### src/pkg/pwm_pkg.sv
// Package for the standard PWM unit: register offsets, field layout, reset values, modes.
// Assumes a plain address/strobe register port with 8-bit data, read data one cycle later.
package pwm_pkg;
	// Register offsets
	localparam logic [3:0] OFS_UNIT_CONTROL  = 4'h0;
	localparam logic [3:0] OFS_CC_LOW_BYTE   = 4'h1;
	localparam logic [3:0] OFS_CC_HIGH_BYTE  = 4'h2;
	localparam logic [3:0] OFS_PERIOD_REG    = 4'h3;
	localparam logic [3:0] OFS_TIMER_CONTROL = 4'h4;
	localparam logic [3:0] OFS_TIMER_COUNT   = 4'h5;
	localparam logic [3:0] OFS_TIMER_STATUS  = 4'h6;
	localparam logic [3:0] OFS_TIMER_SELECT  = 4'h7;
	localparam logic [3:0] OFS_ALT_PIN       = 4'h8;
	localparam logic [3:0] OFS_PIN_DIRECTION = 4'h9;
	// Unit control field positions
	localparam int CFG_MSB  = 7;
	localparam int CFG_LSB  = 6;
	localparam int DUTY_MSB = 5;
	localparam int DUTY_LSB = 4;
	localparam int MODE_MSB = 3;
	localparam int MODE_LSB = 0;
	// Timer control field positions
	localparam int RUN_BIT  = 2;
	localparam int PRE_MSB  = 1;
	localparam int PRE_LSB  = 0;
	// Mode select codes: PWM when the upper two mode bits are set
	localparam logic [1:0] MODE_PWM_TOP = 2'h3;
	// Prescale codes
	localparam logic [1:0] PRESCALE_1  = 2'h0;
	localparam logic [1:0] PRESCALE_4  = 2'h1;
	localparam logic [1:0] PRESCALE_16 = 2'h2;
	// Reset values
	localparam logic [7:0] RST_ZERO      = 8'h00;
	localparam logic [7:0] RST_PERIOD    = 8'hff;
	localparam logic       RST_DIR_INPUT = 1'b1;
	// Phase counter states
	typedef enum logic [1:0] {ST_IDLE, ST_RUN} run_state_t;
endpackage

### src/hdl/pwm_prescaler.sv
// Prescaler for the period timer: makes a one-cycle tick and two sub-count bits.
// Assumes one system clock; the tick rate is the 4:1 instruction rate divided by the prescale.
`timescale 1ns/1ns
`default_nettype none
module pwm_prescaler
	import pwm_pkg::*;
(
	// Clock and reset
	input  wire logic       clk_sys,
	input  wire logic       rst,
	// Control
	input  wire logic       run,
	input  wire logic       clear,
	input  wire logic [1:0] prescale,
	// Outputs
	output logic            tick,
	output logic      [1:0] sub_count
);
	typedef struct packed {
		logic [5:0] cnt;
	} pre_state_t;

	pre_state_t s_reg;
	pre_state_t s_next;
	logic [5:0] wrap;

	// Last count value before the timer advances
	always_comb
	begin
		case (prescale)
			PRESCALE_1:  wrap = 6'h03;
			PRESCALE_4:  wrap = 6'h0f;
			default:     wrap = 6'h3f;
		endcase
	end

	// Free count while running, held otherwise so sleep-like stops keep state
	always_comb
	begin
		s_next = s_reg;
		if (clear)
			s_next.cnt = 6'h00;
		else if (run)
			s_next.cnt = (s_reg.cnt == wrap) ? 6'h00 : s_reg.cnt + 6'h01;
	end

	always_ff @(posedge clk_sys or posedge rst)
	begin
		if (rst)
			s_reg <= '0;
		else
			s_reg <= s_next;
	end

	assign tick = run && !clear && (s_reg.cnt == wrap);

	// Two fine bits: system clock phase at 1:1, top prescaler bits otherwise
	always_comb
	begin
		case (prescale)
			PRESCALE_1:  sub_count = s_reg.cnt[1:0];
			PRESCALE_4:  sub_count = s_reg.cnt[3:2];
			default:     sub_count = s_reg.cnt[5:4];
		endcase
	end
endmodule
`default_nettype wire

### src/hdl/pwm_unit.sv
// Standard PWM unit with its period timer, duty double buffer and pin routing.
// Assumes a register master on clk_sys with one-cycle strobes and no wait states.
// Operation
// - Compare relies on the system clock; nothing advances while it is stopped.
// - Standard PWM mode drives a waveform on the output pin, up to 10 bits.
// - Period, duty, resolution come only from period, timer, low byte, control registers.
// - All-zero control register releases the pin to the port logic.
// - Control bits 7:6 output config, 5:4 duty LSBs, 3:0 mode select.
// - High is on; zero duty stays low, full duty stays high.
// - Pin functions route to alternate pins under the alternate pin register.
// - After timer equals period: clear timer, set pin unless zero duty, latch duty.
// - Duty is low byte as eight MSBs and control bits 5:4 as two LSBs.
// - Timer plus two sub-count bits form a 10-bit base; match clears the pin.
// - In PWM mode the high byte is read-only and holds the latched duty.
//
// The implementer's own choices: the strobed register port and the register offsets.
`timescale 1ns/1ns
`default_nettype none
module pwm_unit
	import pwm_pkg::*;
#(
	parameter int NUM_TIMERS = 3
)
(
	// Clock and reset
	input  wire logic       clk_sys,
	input  wire logic       rst,
	// Register port
	input  wire logic [3:0] reg_addr,
	input  wire logic [7:0] reg_wdata,
	input  wire logic       reg_write,
	input  wire logic       reg_read,
	output logic      [7:0] reg_rdata,
	// Port logic for the pins when the unit does not own them
	input  wire logic       port_data,
	// Output pins, default and alternate location
	output logic            pin_main_out,
	output logic            pin_main_oe,
	output logic            pin_alt_out,
	output logic            pin_alt_oe
);
	typedef struct packed {
		logic [7:0] unit_control;
		logic [7:0] cc_low;
		logic [7:0] cc_high;
		logic [1:0] duty_latch;
		logic [7:0] period_reg;
		logic [2:0] timer_control;
		logic [7:0] timer_count;
		logic       timer_flag;
		logic [1:0] timer_source;
		logic       alt_pin;
		logic       pin_dir;
		logic       pwm_level;
		logic [7:0] rdata;
	} unit_state_t;

	unit_state_t s_reg;
	unit_state_t s_next;

	logic       tick;
	logic [1:0] sub_count;
	logic       pwm_mode;
	logic       released;
	logic       period_end;
	logic       timer_clear;
	logic       wr_ctl;
	logic [9:0] base;
	logic [9:0] duty_active;
	logic [9:0] duty_pending;
	logic       duty_match;
	logic       pin_value;
	logic       pin_enable;

	// Decode of mode and write strobes
	// field layout
	assign pwm_mode    = (s_reg.unit_control[MODE_MSB:MODE_MSB-1] == MODE_PWM_TOP);
	assign released    = (s_reg.unit_control == RST_ZERO);
	assign wr_ctl      = reg_write && (reg_addr == OFS_TIMER_CONTROL);
	assign timer_clear = reg_write && (reg_addr == OFS_TIMER_COUNT);
	// period end on the tick after equality
	assign period_end  = tick && (s_reg.timer_count == s_reg.period_reg);

	assign base        = {s_reg.timer_count, sub_count};
	assign duty_active = {s_reg.cc_high, s_reg.duty_latch};
	// pending duty: low byte on top, control bits 5:4 below
	assign duty_pending = {s_reg.cc_low, s_reg.unit_control[DUTY_MSB:DUTY_LSB]};
	// match is used directly, so the pin drops in the very cycle the base reaches
	// the duty; waiting for the level flop alone would stretch every pulse by one clock
	assign duty_match   = s_reg.timer_control[RUN_BIT] && (base == duty_active);

	// the prescaler only moves on clk_sys, so a stopped clock freezes all state
	pwm_prescaler pwm_prescaler_i (
		.clk_sys   (clk_sys),
		.rst       (rst),
		.run       (s_reg.timer_control[RUN_BIT]),
		.clear     (timer_clear),
		.prescale  (s_reg.timer_control[PRE_MSB:PRE_LSB]),
		.tick      (tick),
		.sub_count (sub_count)
	);

	// Next-state logic for registers, timer and waveform
	always_comb
	begin
		s_next = s_reg;
		// Register writes
		if (reg_write)
		begin
			case (reg_addr)
				OFS_UNIT_CONTROL:  s_next.unit_control = reg_wdata;
				OFS_CC_LOW_BYTE:   s_next.cc_low = reg_wdata;
				// high byte writable only outside PWM mode
				OFS_CC_HIGH_BYTE:  if (!pwm_mode) s_next.cc_high = reg_wdata;
				OFS_PERIOD_REG:    s_next.period_reg = reg_wdata;
				OFS_TIMER_CONTROL: s_next.timer_control = reg_wdata[2:0];
				OFS_TIMER_COUNT:   s_next.timer_count = RST_ZERO;
				OFS_TIMER_STATUS:  if (reg_wdata[0]) s_next.timer_flag = 1'b0;
				OFS_TIMER_SELECT:  s_next.timer_source = reg_wdata[1:0];
				OFS_ALT_PIN:       s_next.alt_pin = reg_wdata[0];
				OFS_PIN_DIRECTION: s_next.pin_dir = reg_wdata[0];
				default:           s_next.rdata = s_reg.rdata;
			endcase
		end
		// Period timer advance
		// clear timer, set flag, latch duty at period end
		if (tick && !timer_clear)
		begin
			if (period_end)
			begin
				s_next.timer_count = RST_ZERO;
				s_next.timer_flag  = 1'b1;
				if (pwm_mode)
				begin
					s_next.cc_high    = s_reg.cc_low;
					s_next.duty_latch = s_reg.unit_control[DUTY_MSB:DUTY_LSB];
				end
			end
			else
				s_next.timer_count = s_reg.timer_count + 8'h01;
		end
		// Waveform: set at period start unless zero duty, clear on match
		// zero duty never sets; a duty past the period never clears
		// only period, timer, low byte and control shape the wave
		if (!pwm_mode)
			s_next.pwm_level = 1'b0;
		else if (period_end)
			s_next.pwm_level = (duty_pending != 10'h000);
		// match of base and latched duty clears the pin
		else if (duty_match)
			s_next.pwm_level = 1'b0;
		// Read data, one cycle later
		if (reg_read)
		begin
			case (reg_addr)
				OFS_UNIT_CONTROL:  s_next.rdata = s_reg.unit_control;
				OFS_CC_LOW_BYTE:   s_next.rdata = s_reg.cc_low;
				OFS_CC_HIGH_BYTE:  s_next.rdata = s_reg.cc_high;
				OFS_PERIOD_REG:    s_next.rdata = s_reg.period_reg;
				OFS_TIMER_CONTROL: s_next.rdata = {5'h00, s_reg.timer_control};
				OFS_TIMER_COUNT:   s_next.rdata = s_reg.timer_count;
				OFS_TIMER_STATUS:  s_next.rdata = {7'h00, s_reg.timer_flag};
				OFS_TIMER_SELECT:  s_next.rdata = {6'h00, s_reg.timer_source};
				OFS_ALT_PIN:       s_next.rdata = {7'h00, s_reg.alt_pin};
				OFS_PIN_DIRECTION: s_next.rdata = {7'h00, s_reg.pin_dir};
				default:           s_next.rdata = RST_ZERO;
			endcase
		end
		// Flag set wins over a same-cycle clear
		if (period_end)
			s_next.timer_flag = 1'b1;
	end

	// asynchronous reset to constants, single clock
	always_ff @(posedge clk_sys or posedge rst)
	begin
		if (rst)
		begin
			s_reg               <= '0;
			s_reg.period_reg    <= RST_PERIOD;
			s_reg.pin_dir       <= RST_DIR_INPUT;
		end
		else
			s_reg <= s_next;
	end

	// Pin ownership: the unit drives whenever direction is output, released or not
	// zero control hands the pin back to port data
	// PWM level goes to the pin in PWM mode
	assign pin_value  = released ? port_data : (pwm_mode ? (s_reg.pwm_level && !duty_match) : port_data);
	assign pin_enable = !s_reg.pin_dir;

	// default location after reset, alternate when selected
	assign pin_main_out = s_reg.alt_pin ? port_data : pin_value;
	assign pin_main_oe  = s_reg.alt_pin ? 1'b0 : pin_enable;
	assign pin_alt_out  = s_reg.alt_pin ? pin_value : 1'b0;
	assign pin_alt_oe   = s_reg.alt_pin ? pin_enable : 1'b0;
	assign reg_rdata    = s_reg.rdata;

	// Checks on the waveform, buffering, timer clear, flag and pin routing
	// zero duty stays low
	AST_ZERO_DUTY_LOW: assert property (@(posedge clk_sys) disable iff (rst)
		(pwm_mode && period_end && {s_reg.cc_low, s_reg.unit_control[5:4]} == 10'h000) |=> !s_reg.pwm_level)
		else $error("Zero duty set the output");
	AST_LATCH_DUTY: assert property (@(posedge clk_sys) disable iff (rst)
		(pwm_mode && period_end) |=> (s_reg.cc_high == $past(s_reg.cc_low)))
		else $error("Duty not latched at period end");
	AST_TIMER_CLEAR: assert property (@(posedge clk_sys) disable iff (rst)
		(period_end && !timer_clear) |=> (s_reg.timer_count == 8'h00))
		else $error("Timer not cleared at period end");
	AST_HIGH_RO: assert property (@(posedge clk_sys) disable iff (rst)
		(pwm_mode && !period_end) |=> $stable(s_reg.cc_high))
		else $error("High byte changed outside period end");
	AST_RELEASE: assert property (@(posedge clk_sys) disable iff (rst)
		(released && !s_reg.alt_pin) |-> (pin_main_out == port_data))
		else $error("Pin not released");
	AST_MATCH_CLEAR: assert property (@(posedge clk_sys) disable iff (rst)
		(pwm_mode && !period_end && s_reg.timer_control[2] && base == duty_active) |=> !s_reg.pwm_level)
		else $error("Match did not clear output");
	AST_ALT_ROUTE: assert property (@(posedge clk_sys) disable iff (rst)
		s_reg.alt_pin |-> (!pin_main_oe && pin_alt_oe == !s_reg.pin_dir))
		else $error("Alternate routing wrong");
	AST_FLAG_SET: assert property (@(posedge clk_sys) disable iff (rst)
		period_end |=> s_reg.timer_flag)
		else $error("Timer flag not set");
	AST_NON_PWM_LOW: assert property (@(posedge clk_sys) disable iff (rst)
		!pwm_mode |=> !s_reg.pwm_level)
		else $error("Level high outside PWM");

	// Checks on the pin level, the time base, the duty pairing, the register port and the alternate pin
	// pin low on match
	AST_PIN_MATCH_LOW: assert property (@(posedge clk_sys) disable iff (rst)
		(pwm_mode && duty_match && !s_reg.alt_pin) |-> !pin_main_out)
		else $error("Output high while base equals duty");

	AST_PERIOD_SET: assert property (@(posedge clk_sys) disable iff (rst)
		(pwm_mode && period_end && duty_pending != 10'h000) |=> s_reg.pwm_level)
		else $error("Output not set at period end");

	AST_LSB_LATCH: assert property (@(posedge clk_sys) disable iff (rst)
		(pwm_mode && period_end) |=> (s_reg.duty_latch == $past(s_reg.unit_control[DUTY_MSB:DUTY_LSB])))
		else $error("Duty low bits not latched");

	AST_FULL_DUTY_HIGH: assert property (@(posedge clk_sys) disable iff (rst)
		(pwm_mode && !period_end && s_reg.pwm_level && s_reg.timer_count <= s_reg.period_reg
			&& duty_active > {s_reg.period_reg, 2'b11}) |=> s_reg.pwm_level)
		else $error("Over-range duty dropped the output");

	AST_TIMER_STEP: assert property (@(posedge clk_sys) disable iff (rst)
		(tick && !period_end && !timer_clear) |=> (s_reg.timer_count == $past(s_reg.timer_count) + 8'h01))
		else $error("Timer did not advance by one");

	AST_TIMER_HOLD: assert property (@(posedge clk_sys) disable iff (rst)
		(!tick && !timer_clear) |=> $stable(s_reg.timer_count))
		else $error("Timer moved without a tick");

	AST_CTRL_WRITE: assert property (@(posedge clk_sys) disable iff (rst)
		(reg_write && reg_addr == OFS_UNIT_CONTROL) |=> (s_reg.unit_control == $past(reg_wdata)))
		else $error("Control register write lost");

	AST_TIMER_CTRL: assert property (@(posedge clk_sys) disable iff (rst)
		wr_ctl |=> (s_reg.timer_control == $past(reg_wdata[2:0])))
		else $error("Timer control write lost");

	AST_FLAG_CLEAR: assert property (@(posedge clk_sys) disable iff (rst)
		(reg_write && reg_addr == OFS_TIMER_STATUS && reg_wdata[0] && !period_end) |=> !s_reg.timer_flag)
		else $error("Timer flag not cleared");

	AST_HIGH_WRITE_IGNORED: assert property (@(posedge clk_sys) disable iff (rst)
		(pwm_mode && reg_write && reg_addr == OFS_CC_HIGH_BYTE && !period_end) |=> $stable(s_reg.cc_high))
		else $error("High byte took a write in PWM mode");

	AST_UNMAPPED_READ: assert property (@(posedge clk_sys) disable iff (rst)
		(reg_read && reg_addr > OFS_PIN_DIRECTION) |=> (reg_rdata == 8'h00))
		else $error("Unmapped read returned data");

	AST_ALT_IDLE: assert property (@(posedge clk_sys) disable iff (rst)
		!s_reg.alt_pin |-> (!pin_alt_oe && !pin_alt_out && pin_main_oe == !s_reg.pin_dir))
		else $error("Alternate pin active at default location");
endmodule
`default_nettype wire

### config.mk
export PLATFORM = sky130hd
export DESIGN_NAME = pwm_unit
export DESIGN_NICKNAME = d
export VERILOG_FILES = /design/src/pkg/pwm_pkg.sv /design/src/hdl/pwm_prescaler.sv /design/src/hdl/pwm_unit.sv
export SDC_FILE = /design/constraint.sdc
export NUM_CORES = 1
export LEC_CHECK = 0
export BUFFER_PORTS_ARGS = -buffer_cell sky130_fd_sc_hd__buf_4
export CAP_MARGIN = 15
export CORE_UTILIZATION = 36
export DETAILED_ROUTE_END_ITERATION = 10
export PLACE_DENSITY = 0.63
export SETUP_SLACK_MARGIN = 0.3
export SYNTH_ARGS = -nofsm -noshare
export SYNTH_HDL_FRONTEND = slang
export SYNTH_SLANG_ARGS = --single-unit
### constraint.sdc
create_clock -name clk_sys -period 5.4 [get_ports clk_sys]
set_clock_uncertainty 0.15 [all_clocks]
set_input_delay 0.81 -clock clk_sys [delete_from_list [all_inputs] [get_ports clk_sys]]
set_output_delay 0.81 -clock clk_sys [all_outputs]
set_load 0.1 [all_outputs]
# After elaboration in Yosys (flattened, before gate mapping)
# Cells that the tools add are included.
# totals
ff_bits	65
latchBits	0
mem_bits_rw	0
romBits	0
inputBits	17
wordCells	89
memories	0
# classes
n_addsub	2
multipliers	0
div_mod_pow	0
order_cmp	0
eq_ne	15
shifts	0
mux	32
bitwise	0
reduce_logical	26
# ops
operator	n
$pmux W8 S10	1
$mux W8	5
$mux W10	3
$mux W6	3
$eq A4 B3 Y1 const B	4
$reduce_and A2 Y1	8
$mux W1	15
$mux W13	1
$pmux W6 S2	1
$eq A10 B10 Y1	1
$reduce_bool A10 Y1	1
$mux W9	1
$add A8 B1 Y8 const B	1
$eq A4 B2 Y1 const B	2
$eq A4 B4 Y1 const B	2
$eq A8 B8 Y1	1
$logic_not A8 Y1	1
$logic_and A1 B1 Y1	7
$add A6 B1 Y6 const B	1
$eq A6 B6 Y1	1
$reduce_bool A2 Y1	3
$eq A4 B1 Y1 const B	1
$logic_not A4 Y1	1
$pmux W2 S2	1
7 further kinds	9

# Depth between registers and ports, before layout
# Gate-level depths: netlist (run 1).
# depth
ltp_word	9
depth_mapped	7
depth_no_buf	6

# Hierarchy
# Synthesis (run 1) repeated with hierarchy kept, for this count alone.
# unflattened
hier_cells	341
hier_area_um2	3793.6
# modules_own_cells
mod	n_inst	cells_per_inst	area_each_um2
pwm_unit	1	289	3348.2
pwm_prescaler	1	52	445.4

# Worst setup path before layout (run 1)
# Ideal clock, no wire load.
# synth_timing
path_kind	flip-flop to output port
start	register s_reg (netlist bit base[6])
end	output port pin_main_out
arrival_ns	3.381
t_required_ns	4.440
path_slack_ns	1.059
stages_incl_launch_ff	7
path_buffers	1
cell_sequence	dfrtp_1 -> clkbuf_1 -> xor2_1 -> nor4_1 -> and3_1 -> a41o_1 -> o31ai_1
# synth_via
elab_chain_len	7
# synth_rtl
item	line_no	source
from (decl)	pwm_unit.sv:58	unit_state_t s_reg;
from (signal assigned)	pwm_unit.sv:184	s_reg <= s_next;
$eq A10 B10 Y1	pwm_unit.sv:90	assign duty_match = s_reg.timer_control[RUN_BIT] && (base == duty_active);
$logic_and A1 B1 Y1	pwm_unit.sv:90	
$logic_not A1 Y1	pwm_unit.sv:190	assign pin_value = released ? port_data : (pwm_mode ? (s_reg.pwm_level && !duty_match) : port_data);
$logic_and A1 B1 Y1	pwm_unit.sv:190	
$mux W1 (2 in series)	pwm_unit.sv:190	
$mux W1	pwm_unit.sv:194	assign pin_main_out = s_reg.alt_pin ? port_data : pin_value;
to (decl)	pwm_unit.sv:37	output logic pin_main_out,
# Every way passes these cells.

# Final worst setup path (run 1)
# layout_timing
start	register pwm_prescaler_i.s_reg[3] (netlist name)
end	output port pin_main_out
# layout_via
elab_chain_len	8
# layout_rtl
item	line_no	source
from (decl)	pwm_prescaler.sv:23	pre_state_t s_reg;
from (signal assigned)	pwm_prescaler.sv:52	s_reg <= s_next;
$pmux W2 S2	pwm_prescaler.sv:60	case (prescale)
$eq A10 B10 Y1	pwm_unit.sv:90	
$logic_and A1 B1 Y1	pwm_unit.sv:90	
$logic_not A1 Y1	pwm_unit.sv:190	
$logic_and A1 B1 Y1	pwm_unit.sv:190	
$mux W1 (2 in series)	pwm_unit.sv:190	
$mux W1	pwm_unit.sv:194	
# Every way passes these cells.

==> metrics.md, run 1 <==
| Metric | Value |
|---|---|
| Run status | completed |
| Filler-free cell count of the finished design | 484 |
| WS Path Type | reg -> out |
| Final design instance area without fill | 0.00415 sq mm |
| Max FFs per register | 23 |
| Endpoint class of the critical path | output pin |
| Met3 global-route usage | 3.66% |
| Final setup violation count | 0 |
| Iteration-0 DRC Markers | 172 |
| Port Buf Inserts | 28 |
| Num CTS Buffers | 9 |
| Post-route antenna net violation count | 0 |
| Post-CTS Setup Repair Bufs | 0 |
| Endpoint arrival time on the critical path | 2140 ps |
| Routability Congestion | 0.834 |
| Maximum clock path buffer count | 2 |
| Effective utilization at floorplan | 37.5% |
| M1 GR Usage | 24.4% |
| Final-report hold violation count | 0 |
| Core footprint | 0.00982 sq mm |
| H-tree depth | 3 |
| Post-synthesis net count | 348 |
| GRT Overall Usage | 18.2% |
| First-pass GRT wire length | 14200 microns |
| Power share of the sequential group | 44.6% |
| Post-synthesis instance total | 329 |
| Most frequent standard cell in the layout excluding fill and tap cells | dfrtp_1 |
| Register area share after synthesis | 44.5% |
| Worst hold slack across all endpoints | 365 ps |
| Total of hold buffers inserted after clock tree synthesis | 0 |
| RSZ-0062 raised after global routing | no |
| P_int | 1060 uW |
| Area post-placement | 0.00395 sq mm |
| Total of fill cells in the finished design | 978 |
| Max Clock Freq | 322 MHz |
| Post-Synth Simple-Gate Area | 14.1% |
| Total power per unit cell area | 409 mW/mm^2 |
| Total half-perimeter wirelength after legalization and detailed placement | 6220 microns |
| Area overhead of the layout relative to synthesis | 12.9% |
| Layout cells sized above 1 | 33.9% |
| Number of flops mapped to enable cells by yosys | 0 |
| Synth Area in XOR/XNOR | 4.52% |
| Met2 Resource Use GR | 29.0% |
| Initial antenna violation count | 0 |
| Cell area after synthesis | 0.00368 sq mm |
| Synth unique cells | 47 |
| Routed wire length per instance | 17.9 microns |
| Net switching share of the total power | 37.7% |
| Vias in the first global route | 2634 |
| Transition time at the pin with the least slew margin | 994 ps |
| Pin count of the biggest net entering global routing | 66 |
| Final worst path period share | 57.5% |
| Mean post-synth cell area | 11.2 sq um |
| Share of the core filled with cells | 42.3% |
| Startpoint class of the critical path | flop |
| Post-synth top flop | dfrtp_1 |
| Clk sinks | 65 |
| Worst relative slew slack | 33.5% |
| Die area | 0.0106 sq mm |
| Inst Count DP | 468 |
| Kind of path behind the tightest hold check | reg -> reg |
| Number of optimization iterations in the first detailed-route pass | 4 |
| Via-to-Cell Ratio | 5.43 |
| Post-CTS resize count | 0 |
| Count of antenna diodes in the layout | 0 |
| TritonCTS clock tree | built |
| I/O Pins | 29 |
| Number of synthesized register bits | 65 |
| Maximum capacitance violations | 0 |
| Synthesis Warnings | 0 |
| Clock root cell | clkbuf_8 |
| Fin nets | 365 |
| Clock transition time at the flip-flop clock pins of the worst setup and hold paths | 80 ps |
| Layer carrying the most global-route usage | met2 |
| Worst skew pair latency | 350 ps |
| Overall routed net length | 8670 microns |
| Die Span X | 103 microns |
| Required time of the critical path | 4440 ps |
| Static Leakage | 0.00175 uW |
| Setup TNS | 0 ps |
| Highest net fanout along the worst path | 6 |
| Pins Over Slew Limit | 0 |
| Share of the synthesized area in compound gates (AO/OA/AOI/OAI) | 9.32% |
| Clock Power Share | 25.4% |
| Combinational cell fraction of total power | 30.0% |
| Row count | 36 |
| Portion of netlist area occupied by mux cells | 22.4% |
| Adder-cell share of the synthesized area | 0.680% |
| Period minus WS final | 3100 ps |
| Async set or reset register ratio after synthesis | 100% |
| Detailed-route via count | 2626 |
| Main combinational cell family by area after synthesis | multiplexers |
| Commonest non-fill, non-tap cells in the layout | 56 x dfrtp_1, 47 x mux2_2, 30 x buf_4 |
| Final routed DRC violation total | 0 |
| Congestion Overflow GR | 0 |
| Net switching power of the design | 640 uW |
| Die height | 103 microns |
| Worst IR Drop VDD | 0.163 mV |
## logic make-up after synthesis
logic type               count (synthesis)
flip-flops                              65
buffers and inverters                   35
AND/OR/NAND/NOR                         85
multiplexers                            65
XOR/XNOR                                19
AO/OA/AOI/OAI                           58
adder cells (fa/ha/maj)                  2
## final cells by class
type | count | area, sq um | area share, %
flip-flops and latches | 65 | 1640 | 39.4
clock inverters | 6 | 66.3 | 1.60
repair buffers | 30 | 225 | 5.42
well taps | 133 | 166 | 4.01
multi-input cells | 229 | 1880 | 45.2
clock buffers | 10 | 138 | 3.31
inverters | 11 | 41.3 | 0.994
## worst paths after layout
kind | from | end | slack (ps) | depth (start not counted)
hold / removal | s_reg[57] | s_reg[57] | 370 | 1
hold reg to reg | s_reg[57] | s_reg[57] | 370 | 1
setup reg to reg | base[2] | duty_active[2] | 2320 | 5
max in group asynchronous | rst | s_reg[13] | 3990 | 3
setup / recovery | pwm_prescaler_i.s_reg[3] | pin_main_out | 2300 | 6
min in group asynchronous | rst | duty_pending[2] | 550 | 3
## metrics by stage
step	setup WS (ps)	total power (uW)
global placement	2440	1260
global route	2150	1790
CTS	2260	1710
finish	2300	1700
floorplan	1060	1140
detailed placement	2370	1270
## Yosys cell counts, types with 7 or more instances
| master | number | area share (%) |
|---|---|---|
| dfrtp_1 | 56 | 38 |
| mux2_2 | 47 | 14 |
| a21oi_1 | 17 | 2.3 |
| nand2_1 | 17 | 1.7 |
| o21ai_0 | 17 | 2.3 |
| xor2_1 | 16 | 3.8 |
| clkbuf_1 | 12 | 1.2 |
| nand3_1 | 12 | 1.6 |
| inv_1 | 11 | 1.1 |
| nor2_1 | 11 | 1.1 |
| dfstp_2 | 9 | 6.4 |
| mux4_2 | 9 | 5.5 |
| nor2b_1 | 9 | 1.5 |
| buf_4 | 8 | 1.6 |
| mux2i_1 | 7 | 1.9 |
| nand4b_1 | 7 | 1.7 |
| o22ai_1 | 7 | 1.2 |
## worst max-delay path, cell delays in order, from the launching register on
cell and delay, ps:
dfrtp_1 490, mux2i_1 110, o21ai_0 270, xnor2_1 120, a41o_1 270, o31ai_1 200
buf_4 330
## power by group through the flow
stage	registers [uW]	logic, uW	clock network (uW)
finish	757	509	432
global route	776	554	458
CTS	754	513	438
detailed placement	762	511	0
global placement	759	501	0
floorplan	702	438	0
## routing by layer
| metal | wire length, microns | vias up |
|---|---|---|
| li1 | - | 1226 |
| met1 | 4070 | 1327 |
| met2 | 4090 | 58 |
| met3 | 354 | 15 |
| met4 | 162 | 0 |
| met5 | 0 | - |
(Power assumes the default switching activity.)
==> inputs of run 2 (changes only) <==
clock period = 2.9 ns   (was 5.4 ns; I/O delays follow)
==> run 2 against run 1 <==
  * Global-route usage grew 0.65 points
  * Hold slack got worse by 300 ps
  * Register-to-register slack worse by 1900 ps
  * Sequential power grew 89%
  * Total power is 95% higher
  * Sequential cell count is the same
  * Die area did not move
  * Worst setup slack got worse by 2100 ps
  * Clock power grew 91%
==> metrics.md, run 2 (synthesized netlist as in run 1, its figures left out) <==
| Metric | Value |
|---|---|
| Run status | completed |
| Core footprint | 0.00982 sq mm |
| Startpoint class of the critical path | flop |
| Count of antenna diodes in the layout | 0 |
| Highest net fanout along the worst path | 5 |
| Pins Over Slew Limit | 0 |
| Post-route antenna net violation count | 0 |
| Routability Congestion | 0.904 |
| Congestion Overflow GR | 0 |
| Number of optimization iterations in the first detailed-route pass | 5 |
| Kind of path behind the tightest hold check | in -> async |
| Overall routed net length | 9130 microns |
| Met2 Resource Use GR | 29.7% |
| Final routed DRC violation total | 0 |
| Fin nets | 382 |
| Area taken by multi-input logic gates | 0.00191 sq mm |
| Worst IR Drop VDD | 0.315 mV |
| Max FFs per register | 23 |
| Area post-placement | 0.00402 sq mm |
| Detailed-route via count | 2764 |
| Required time of the critical path | 2320 ps |
| H-tree depth | 3 |
| Inst Count DP | 475 |
| Endpoint class of the critical path | output pin |
| Worst relative slew slack | 50.4% |
| Total area of sequential cells | 0.00165 sq mm |
| Num CTS Buffers | 9 |
| Row count | 36 |
| GRT Overall Usage | 18.8% |
| Worst skew pair latency | 360 ps |
| Period minus WS final | 2660 ps |
| Die area | 0.0106 sq mm |
| Endpoint arrival time on the critical path | 2080 ps |
| Met3 global-route usage | 3.73% |
| Post-route worst setup slack | 236 ps |
| Layer carrying the most global-route usage | met2 |
| Initial antenna violation count | 0 |
| Setup Slack @ Placement | 327 ps |
| Port Buf Inserts | 28 |
| Total of fill cells in the finished design | 945 |
| Final-report hold violation count | 0 |
| Clock root cell | clkbuf_8 |
| RSZ-0062 raised after global routing | yes |
| Routed wire length per instance | 18.2 microns |
| Share of the core filled with cells | 44.4% |
| Transition time at the pin with the least slew margin | 742 ps |
| Final setup violation count | 0 |
| Static Leakage | 0.00185 uW |
| Filler-free cell count of the finished design | 501 |
| Commonest non-fill, non-tap cells in the layout | 48 x dfrtp_1, 46 x mux2_2, 42 x buf_4 |
| Clk sinks | 65 |
| Via-to-Cell Ratio | 5.52 |
| Area overhead of the layout relative to synthesis | 18.4% |
| I/O Pins | 29 |
| Die Span X | 103 microns |
| Die height | 103 microns |
| Iteration-0 DRC Markers | 127 |
| Clock transition time at the flip-flop clock pins of the worst setup and hold paths | 80 ps |
| Total half-perimeter wirelength after legalization and detailed placement | 6420 microns |
| Total of hold buffers inserted after clock tree synthesis | 0 |
| Maximum capacitance violations | 0 |
| Effective utilization at floorplan | 37.5% |
| Max Clock Freq | 375 MHz |
| Total power per unit cell area | 761 mW/mm^2 |
| Final design instance area without fill | 0.00436 sq mm |
| WS Path Type | reg -> out |
| Most frequent standard cell in the layout excluding fill and tap cells | dfrtp_1 |
| Maximum clock path buffer count | 2 |
| Layout cells sized above 1 | 40.8% |
| Pin count of the biggest net entering global routing | 35 |
| TritonCTS clock tree | built |
| M1 GR Usage | 25.7% |
| Final worst path period share | 91.9% |
| Vias in the first global route | 2758 |
| First-pass GRT wire length | 14700 microns |
[run 2: final timing paths]
check / from / endpoint / slack (ps) / cells past startpoint
max in group asynchronous: rst / s_reg[9] / 1840 / 3
min in group clk_sys: reg_read / reg_rdata[0] / 180 / 2
hold / removal: rst / duty_pending[3] / 60 / 2
setup reg to reg: s_reg[22] / duty_active[6] / 390 / 6
setup / recovery: s_reg[22] / pin_main_out / 240 / 6
hold reg to reg: s_reg[57] / s_reg[57] / 360 / 1
[run 2: per-stage QoR]
stage / power, uW / hold WS (ps) / TNS, ps
2_1_floorplan: 2130 / 316 / -404
3_3_place_gp: 2370 / 340 / 0
3_5_place_dp: 2410 / 344 / 0
4_1_cts: 3260 / 77.1 / 0
5_1_grt: 3490 / 115 / 0
6_report: 3320 / 60.5 / 0
[run 2: area by class of cell]
cell class,instances,area share [%]
clock inverter,7,1.92
inverter,11,0.947
multi-input combinational,229,43.9
clock buffer,9,2.84
timing repair buffer,47,8.73
tap,133,3.82
sequential,65,37.8
[run 2: per-layer routing]
metal,vias to the layer above,share of wire (%)
li1,1258,-
met1,1417,45
met2,78,48
met3,11,5.3
met4,0,1.3
met5,-,0
[run 2: report_power, final]
| part | switching (uW) | leakage [uW] | internal, uW | total (uW) |
|---|---|---|---|---|
| logic | 576 | 0.000949 | 489 | 1070 |
| clock network | 414 | 0.000103 | 413 | 827 |
| registers | 286 | 0.000794 | 1140 | 1430 |
| total | 1280 | 0.00185 | 2040 | 3320 |
[run 2: worst max-delay path, cell delays in order (launching register included)]
cell	delay, ps
dfrtp_2	430
mux2i_2	270
o21ai_2	110
xnor2_1	140
a41o_1	280
o31ai_2	220
buf_6	260
[run 2: what timing repair did]
action	in CTS	in global routing
setup buffers	1	8
cloned	0	1
resized for setup	12	11
pin swaps	1	2
endpoints found under the setup margin	2	12
